### src/rtl/imsc_regs.vh
// imsc_regs.vh: register offsets, field positions, reset values and timing counts
// assumes a 10 MHz clock and a 32-bit APB register bus
`ifndef IMSC_REGS_VH
`define IMSC_REGS_VH
// ==========================================
// register byte offsets
`define IMSC_OFF_CMD 12'h000
`define IMSC_OFF_RESULT 12'h004
`define IMSC_OFF_STATUS 12'h008
`define IMSC_OFF_PEND 12'h00C
`define IMSC_OFF_MASK 12'h010
`define IMSC_OFF_SERVICE 12'h014
// ==========================================
// command word fields: operand [15:0], source [18:16], control code [21:20]
`define IMSC_CMD_OPND_LSB 0
`define IMSC_CMD_OPND_MSB 15
`define IMSC_CMD_SRC_LSB 16
`define IMSC_CMD_SRC_MSB 18
`define IMSC_CMD_CC_LSB 20
`define IMSC_CMD_CC_MSB 21
// ==========================================
// control codes and sources
`define IMSC_CC_SET 2'h0
`define IMSC_CC_CLEAR 2'h1
`define IMSC_CC_READ 2'h2
`define IMSC_SRC_UNIT_LAST 3'h3
`define IMSC_SRC_SCHED 3'h4
// ==========================================
// reset values
`define IMSC_MASK_RST 8'hFF
`define IMSC_TIME_RST 16'h0000
// ==========================================
// timing: one tick of the interval timer is 0.01 s
`define IMSC_TICK_MS 10
`define IMSC_CLK_KHZ 10000
`define IMSC_TICK_CYC (`IMSC_TICK_MS * `IMSC_CLK_KHZ)
`endif

### src/rtl/imsc_bcd_timer.v
// imsc_bcd_timer.v: four-digit decimal down counter of hundredths of a second
// assumes load and tick pulses from the same clock; stops at zero when disarmed
`timescale 1ns/10ps
`include "imsc_regs.vh"
module imsc_bcd_timer
(
    input wire clk,
    input wire rst_n,
    input wire load,
    input wire [15:0] loadValue,
    input wire tick,
    output reg [15:0] count_reg,
    output reg expired_reg
);
    // ==========================================
    // decimal decrement, four-digit borrow chain
    reg [15:0] count_next;
    reg borrow;
    integer i;
    always @*
    begin
        count_next = count_reg;
        borrow = 1'b1;
        for (i = 0; i < 4; i = i + 1)
        begin
            if (borrow)
            begin
                if (count_reg[i*4 +: 4] == 4'h0)
                begin
                    count_next[i*4 +: 4] = 4'h9;
                end
                else
                begin
                    count_next[i*4 +: 4] = count_reg[i*4 +: 4] - 4'h1;
                    borrow = 1'b0;
                end
            end
        end
    end

    always @(posedge clk)
    begin
        if (!rst_n)
        begin
            count_reg <= `IMSC_TIME_RST;
            expired_reg <= 1'b0;
        end
        else
        begin
            expired_reg <= 1'b0;
            if (load)
            begin
                count_reg <= loadValue;
            end
            else if (tick && count_reg != 16'h0000)
            begin
                count_reg <= count_next;
                expired_reg <= (count_reg == 16'h0001);
            end
        end
    end
endmodule

### src/rtl/imsc_top.v
// imsc_top.v: interrupt mask and schedule control with an APB register slave
// assumes unit interrupt inputs are asynchronous pins and apb is on clk
//
// Overview of operation
// source 0-3 picks unit, 4 scheduled
// subroutine number is unit times eight plus bit
// code 0 loads unit mask from operand
// masked interrupts latch pending, run on unmask
// code 1 clears pending of masked bits
// code 2 returns unit mask status
// code 0 scheduled sets decimal repeat interval
// operand 00.00 cancels scheduled interrupt
// code 1 scheduled sets first delay
// code 2 scheduled returns programmed interval
// program issues only valid codes and sources
// scheduled interrupt repeats until cancelled
//
// Local design decisions: the register offsets and register access over APB.
`timescale 1ns/10ps
`include "imsc_regs.vh"
module imsc_top
#(
    parameter UNITS = 4,
    parameter TICK_CYCLES = `IMSC_TICK_CYC
)
(
    input wire clk,
    input wire rst_n,
    input wire psel,
    input wire penable,
    input wire pwrite,
    input wire [11:0] paddr,
    input wire [31:0] pwdata,
    output reg [31:0] prdata,
    output reg pready,
    output reg pslverr,
    input wire [UNITS*8-1:0] unitIrq,
    output reg serviceValid_reg,
    output reg [4:0] serviceNum_reg,
    output reg schedIrq_reg
);
    // ==========================================
    // apb slave, one wait state: access phase seen, then pready for one cycle
    localparam ST_IDLE = 2'h1;
    localparam ST_ACK = 2'h2;
    reg [1:0] state_reg;
    reg [1:0] state_next;
    always @*
    begin
        state_next = state_reg;
        case (state_reg)
            ST_IDLE:
            begin
                if (psel && penable)
                begin
                    state_next = ST_ACK;
                end
            end
            ST_ACK:
            begin
                state_next = ST_IDLE;
            end
            default:
            begin
                state_next = ST_IDLE;
            end
        endcase
    end
    always @(posedge clk)
    begin
        if (!rst_n)
        begin
            state_reg <= ST_IDLE;
        end
        else
        begin
            state_reg <= state_next;
        end
    end
    wire access = psel && penable && state_reg == ST_IDLE;
    // writes act at the edge that completes the transfer, when the master sees pready
    wire take = psel && penable && pready && pwrite;
    wire wrCmd = take && paddr == `IMSC_OFF_CMD;
    wire wrService = take && paddr == `IMSC_OFF_SERVICE;
    wire [1:0] cmdCode = pwdata[`IMSC_CMD_CC_MSB:`IMSC_CMD_CC_LSB];
    wire [2:0] cmdSrc = pwdata[`IMSC_CMD_SRC_MSB:`IMSC_CMD_SRC_LSB];
    wire [15:0] cmdOpnd = pwdata[`IMSC_CMD_OPND_MSB:`IMSC_CMD_OPND_LSB];
    wire srcUnit = cmdSrc <= `IMSC_SRC_UNIT_LAST;
    wire srcSched = cmdSrc == `IMSC_SRC_SCHED;
    // a non-decimal digit would run the timer through codes it never counts from
    wire [3:0] digitOk;
    genvar d;
    generate
        for (d = 0; d < 4; d = d + 1)
        begin : digitGen
            assign digitOk[d] = cmdOpnd[d*4 +: 4] <= 4'h9;
        end
    endgenerate
    wire opndBad = srcSched && cmdCode != `IMSC_CC_READ && digitOk != 4'hF;
    // bad code or source is flagged, never acted upon
    wire cmdBad = cmdCode > `IMSC_CC_READ || cmdSrc > `IMSC_SRC_SCHED || opndBad;

    // ==========================================
    // input synchronisers, three stages, change once stages two and three agree
    reg [UNITS*8-1:0] sync1_reg;
    reg [UNITS*8-1:0] sync2_reg;
    reg [UNITS*8-1:0] sync3_reg;
    reg [UNITS*8-1:0] level_reg;
    always @(posedge clk)
    begin
        if (!rst_n)
        begin
            sync1_reg <= {UNITS*8{1'b0}};
            sync2_reg <= {UNITS*8{1'b0}};
            sync3_reg <= {UNITS*8{1'b0}};
            level_reg <= {UNITS*8{1'b0}};
        end
        else
        begin
            sync1_reg <= unitIrq;
            sync2_reg <= sync1_reg;
            sync3_reg <= sync2_reg;
            level_reg <= (sync2_reg & sync3_reg) | (level_reg & (sync2_reg | sync3_reg));
        end
    end
    wire [UNITS*8-1:0] riseLevel;
    reg [UNITS*8-1:0] levelDly_reg;
    always @(posedge clk)
    begin
        if (!rst_n)
        begin
            levelDly_reg <= {UNITS*8{1'b0}};
        end
        else
        begin
            levelDly_reg <= level_reg;
        end
    end
    assign riseLevel = level_reg & ~levelDly_reg;

    // ==========================================
    // per unit mask and pending latches
    reg [UNITS*8-1:0] mask_reg;
    reg [UNITS*8-1:0] pend_reg;
    wire [UNITS*8-1:0] grant;
    genvar u;
    generate
        for (u = 0; u < UNITS; u = u + 1)
        begin : unitGen
            wire sel = srcUnit && cmdSrc[1:0] == u;
            always @(posedge clk)
            begin
                if (!rst_n)
                begin
                    mask_reg[u*8 +: 8] <= `IMSC_MASK_RST;
                    pend_reg[u*8 +: 8] <= 8'h00;
                end
                else
                begin
                    if (wrCmd && !cmdBad && sel && cmdCode == `IMSC_CC_SET)
                    begin
                        mask_reg[u*8 +: 8] <= cmdOpnd[7:0];
                    end
                    // new edges set pending; set wins over any clear in the same cycle
                    if (wrCmd && !cmdBad && sel && cmdCode == `IMSC_CC_CLEAR)
                    begin
                        pend_reg[u*8 +: 8] <= (pend_reg[u*8 +: 8] & ~(cmdOpnd[7:0] & mask_reg[u*8 +: 8])
                            & ~grant[u*8 +: 8]) | riseLevel[u*8 +: 8];
                    end
                    else
                    begin
                        pend_reg[u*8 +: 8] <= (pend_reg[u*8 +: 8] & ~grant[u*8 +: 8]) | riseLevel[u*8 +: 8];
                    end
                end
            end
        end
    endgenerate

    // ==========================================
    // priority pick of the lowest unmasked pending subroutine, held until served
    // lowest number wins, so unit 0 bit 0 is served first
    // more than four units would need a wider subroutine number
    wire [UNITS*8-1:0] ready = pend_reg & ~mask_reg;
    reg [4:0] pick;
    reg pickAny;
    integer k;
    always @*
    begin
        pick = 5'h00;
        pickAny = 1'b0;
        for (k = UNITS*8-1; k >= 0; k = k - 1)
        begin
            if (ready[k])
            begin
                pick = k[4:0];
                pickAny = 1'b1;
            end
        end
    end
    wire serviceAck = wrService && serviceValid_reg;
    assign grant = serviceAck ? ({{UNITS*8-1{1'b0}}, 1'b1} << serviceNum_reg) : {UNITS*8{1'b0}};
    always @(posedge clk)
    begin
        if (!rst_n)
        begin
            serviceValid_reg <= 1'b0;
            serviceNum_reg <= 5'h00;
        end
        else if (!serviceValid_reg || serviceAck)
        begin
            // a grant consumes a pick; the next one appears a cycle later
            serviceValid_reg <= pickAny && !serviceAck;
            serviceNum_reg <= pick;
        end
    end

    // ==========================================
    // scheduled interrupt: interval and first delay in hundredths of a second
    reg [15:0] interval_reg;
    reg armed_reg;
    reg [31:0] div_reg;
    reg tick_reg;
    wire schedWr = wrCmd && !cmdBad && srcSched && cmdCode != `IMSC_CC_READ;
    wire cancel = schedWr && cmdOpnd == 16'h0000;
    wire [15:0] timerCount;
    wire timerExpired;
    wire timerLoad = (schedWr && !cancel) || (armed_reg && timerExpired);
    wire [15:0] timerValue = schedWr ? cmdOpnd : interval_reg;
    always @(posedge clk)
    begin
        if (!rst_n)
        begin
            div_reg <= 32'h00000000;
            tick_reg <= 1'b0;
        end
        else if (div_reg >= TICK_CYCLES - 1)
        begin
            div_reg <= 32'h00000000;
            tick_reg <= 1'b1;
        end
        else
        begin
            div_reg <= div_reg + 32'h00000001;
            tick_reg <= 1'b0;
        end
    end
    always @(posedge clk)
    begin
        if (!rst_n)
        begin
            interval_reg <= `IMSC_TIME_RST;
            armed_reg <= 1'b0;
            schedIrq_reg <= 1'b0;
        end
        else
        begin
            schedIrq_reg <= armed_reg && timerExpired && !cancel;
            if (cancel)
            begin
                armed_reg <= 1'b0;
                interval_reg <= `IMSC_TIME_RST;
            end
            else if (schedWr && cmdCode == `IMSC_CC_SET)
            begin
                interval_reg <= cmdOpnd;
                armed_reg <= 1'b1;
            end
            else if (schedWr)
            begin
                armed_reg <= 1'b1;
            end
            else if (armed_reg && timerExpired && interval_reg == 16'h0000)
            begin
                armed_reg <= 1'b0;
            end
        end
    end
    // reload with the interval after each expiry so it repeats until cancelled
    // cancel also empties the counter so a stale count never fires
    imsc_bcd_timer schedTimer
    (
        .clk(clk),
        .rst_n(rst_n && !cancel),
        .load(timerLoad),
        .loadValue(timerValue),
        .tick(tick_reg),
        .count_reg(timerCount),
        .expired_reg(timerExpired)
    );

    // ==========================================
    // result word of the last read command and apb read mux
    reg [15:0] result_reg;
    reg badCmd_reg;
    always @(posedge clk)
    begin
        if (!rst_n)
        begin
            result_reg <= 16'h0000;
            badCmd_reg <= 1'b0;
        end
        else if (wrCmd)
        begin
            badCmd_reg <= cmdBad;
            if (!cmdBad && cmdCode == `IMSC_CC_READ && srcUnit)
            begin
                result_reg <= {8'h00, mask_reg[cmdSrc[1:0]*8 +: 8]};
            end
            else if (!cmdBad && cmdCode == `IMSC_CC_READ && srcSched)
            begin
                result_reg <= interval_reg;
            end
        end
    end
    reg [31:0] rdata;
    reg known;
    always @*
    begin
        rdata = 32'h00000000;
        known = 1'b1;
        case (paddr)
            `IMSC_OFF_CMD: rdata = 32'h00000000;
            `IMSC_OFF_RESULT: rdata = {16'h0000, result_reg};
            `IMSC_OFF_STATUS: rdata = {timerCount, 5'h00, armed_reg, badCmd_reg, serviceValid_reg, 3'h0, serviceNum_reg};
            `IMSC_OFF_PEND: rdata = pend_reg;
            `IMSC_OFF_MASK: rdata = mask_reg;
            `IMSC_OFF_SERVICE: rdata = {27'h0000000, serviceNum_reg};
            default: known = 1'b0;
        endcase
    end
    always @(posedge clk)
    begin
        if (!rst_n)
        begin
            pready <= 1'b0;
            pslverr <= 1'b0;
            prdata <= 32'h00000000;
        end
        else
        begin
            pready <= access;
            pslverr <= access && !known;
            prdata <= (access && !pwrite) ? rdata : 32'h00000000;
        end
    end
endmodule

### config.mk
export PLATFORM = sky130hd
export DESIGN_NAME = imsc_top
export DESIGN_NICKNAME = d
export VERILOG_FILES = /design/src/rtl/imsc_bcd_timer.v /design/src/rtl/imsc_top.v
export VERILOG_INCLUDE_DIRS = /design/src /design/src/rtl
export SDC_FILE = /design/constraint.sdc
export NUM_CORES = 1
export LEC_CHECK = 0
export ABC_AREA = 1
export BUFFER_PORTS_ARGS = -buffer_cell sky130_fd_sc_hd__buf_2
export CORE_MARGIN = 2
export CORE_UTILIZATION = 50
export CTS_BUF_LIST = sky130_fd_sc_hd__clkbuf_4 sky130_fd_sc_hd__clkbuf_8
export DETAILED_ROUTE_END_ITERATION = 10
export PLACE_DENSITY_LB_ADDON = 0.1
export SYNTH_ARGS = -nofsm -noshare
export SYNTH_HDL_FRONTEND = slang
export SYNTH_SLANG_ARGS = --single-unit
### constraint.sdc
create_clock -name clk -period 5.18 [get_ports clk]
set_input_delay 1.036 -clock clk [delete_from_list [all_inputs] [get_ports clk]]
set_output_delay 1.036 -clock clk [all_outputs]
set_load 0.005 [all_outputs]
==> flow_summary.yaml <==
placement:
  port_buffers: 110
  pre_cts_ws_ns: 1.13
  dp_hpwl_um: 25700
  routabilityCongestion: 0.926
  dp_cells: 2144
pwr:
  seq_power_share_pct: 49.2
  p_comb_share_pct: 8.4
  switchingPower_mw: 1.45
  internal-power_mw: 4.35
  p_clk_share_pct: 42.4
  powerDensity_nw_per_um2: 374
  power.total_mw: 5.80
  switching_share_pct: 25.0
  p_leak_nw: 7.61
  ir_worst_vdd_uv: 275
sta:
  min_period_over_period_pct: 66.4
  hold_violations: 0
  fmax_ghz: 0.291
  setup_viol: 0
  rsz0062_at_grt: "false"
  slew_viol_final: 0
  setup_slack_ns: 1.74
  finClkSkew_ns: 0.0156
  relSlewSlack_pct: 26.9
  hold_slack_ns: 0.400
  worst_pin_slew_ns: 1.09
  fin_setup_tns_ns: 0
  period_minus_slack_ns: 3.44
logic_synthesis:
  avgSynthCellArea_sq_um: 7.76
  synth_top_area_share_pct: 52.1
  yosys-top-cells-area: "dfxtp_1 52%, nand2_1 10%, inv_1 7.4%"
  ys_ff_latch: 351
  synth_edf_count: 0
  synth_cell_types: 46
  syn_area_sq_um: 13500
  yosysSeqAreaShare_pct: 52.1
  ys_warn_count: 0
  synth-main-ff-cell: "dfxtp_1"
  yosysTopAreaCell: "dfxtp_1"
  syn_inst: 1737
  synthArstFlopShare_pct: 0
routing:
  vias_per_cell: 5.32
  drtAntennaViolNets: 0
  drcViolationCount: 0
  wl_um: 35900
  drt-initial-drc-count: 1107
  num_vias: 11906
  wl_per_cell_um: 16.0
  firstDrtPassIters: 6
die:
  boundaryPins: 122
  dieArea_sq_um: 28300
  core_area_sq_um: 26700
  dieHeight_um: 168
  die_x_um: 168
  initial_core_util_pct: 50.5
  rows: 60
worst_setup_path:
  crit_arrival_ns: 3.88
  cp-start-kind: "input pin"
  worst_ep_required_time_ns: 5.62
  crit_path_end_kind: "register"
  startpoint: "paddr[5]"
  r2r_setup_slack_ns: 2.62
  path_max_fanout: 32
  worstSetupPathType: "input pin to register"
  r2r-start: "schedTimer.count_reg[8]"
clocking:
  insertion_delay_ns: 0.60
  cts.hold.buffers_added: 0
  clkSinkCount: 351
  clk_pin_slew_worst_paths_ns: 0.06
  post-cts-setup-buffers: 0
  cts_made_buffers: 57
  htree_levels: 2
  cts_buffer_depth: 3
  root_buffer: "clkbuf_8"
  cts_tree: "built"
  cts_repair_resize_count: 0
outcome:
  status: "finished clean"
global_routing:
  grt_max_degree: 115
  antenna_found_initial: 0
  grt_pass1_vias: 10716
  gr-total-overflow: 0
  grtUsageTotal_pct: 24.9
  grt_pass1_wl_um: 56400
final_layout:
  area_growth_pct: 15.0
  insertedDiodeCount: 0
  mostFrequentLayoutCells: "366 x nand2_1, 351 x dfxtp_1, 265 x inv_1"
  final_common_cell: "nand2_1"
  fin_nets: 1944
  stdcell_count: 2240
  drive_above_1_share_pct: 12.2
min_path:
  hold_path.class: "register to register"
  min_from: "sync1_reg[20]"
run:
  maxCapViolations: 0
==> worst paths after layout <==
kind,depth (start not counted),end
worst max-delay path,16,interval_reg[2]
worst min-delay path,2,sync2_reg[20]
worst max register to register,17,schedTimer.count_reg[15]
worst min register to register,2,sync2_reg[20]
==> cell families after synthesis <==
kind of cell             synth area share [%]
flip-flops                               52.1
XOR/XNOR                                0.260
AO/OA/AOI/OAI                            18.1
adder cells (fa/ha/maj)                0.0928
other                                  0.0278
buffers and inverters                    9.62
AND/OR/NAND/NOR                          19.8
==> layer usage <==
| layer | track usage (%) | routed length, um | vias up |
|---|---|---|---|
| li1 | - | - | 5946 |
| met1 | 34.8 | 16000 | 5336 |
| met2 | 38.4 | 15500 | 529 |
| met3 | 4.77 | 3310 | 95 |
| met4 | 9.37 | 1160 | 0 |
| met5 | 0 | 0 | - |
==> stage by stage <==
stage,utilization (%),instance area (sq um)
after floorplan,-,13500
after global routing,58.0,15500
after global placement,53.5,14300
after CTS,58.0,15500
final,58.0,15500
after detailed placement,53.5,14300
==> cells in the mapped netlist, drive strengths merged, types with 2 or more instances <==
cell type	count
a311oi	2
dfxtp	351
o21bai	4
o211ai	36
a31oi	10
clkbuf	59
nor3b	4
nor4	11
o22ai	52
xor2	3
or4	3
nand4	6
nand3	51
nor3	20
inv	269
nor2	182
a211oi	14
nand2	371
o221ai	23
and3	3
a221oi	20
o21ai	102
clkinv	2
o311ai	19
buf	8
a21oi	102
o31ai	3
==> cell type report <==
class,count,area (sq um)
inverters,271,1020
fillers,2523,11200
clock buffers,85,1100
multi-input cells,1062,5210
flip-flops and latches,351,7030
clock inverters,11,103
well taps,341,427
repair buffers,119,624
==> critical path: stages <==
cell and delay, ns:
buf_2 0.10, or4_4 0.53, nor4_4 0.18, nand2_2 0.10, inv_2 0.07, nand2_2 0.07
nor2_4 0.14, inv_2 0.06, nor2_1 0.07, and3_1 0.18, nand2_1 0.06, buf_4 0.20
inv_2 0.11, nand2_1 0.52, o21ai_0 0.38, a21oi_1 0.06
==> power by group through the flow <==
stage	logic, mW	clock network, mW	registers (mW)
2_1_floorplan	0.366	0	2.88
3_3_place_gp	0.476	0	2.91
3_5_place_dp	0.487	0	2.91
4_1_cts	0.488	2.52	2.85
5_1_grt	0.561	2.64	2.86
6_report	0.489	2.46	2.85
Power figures use the tool's default switching activity.
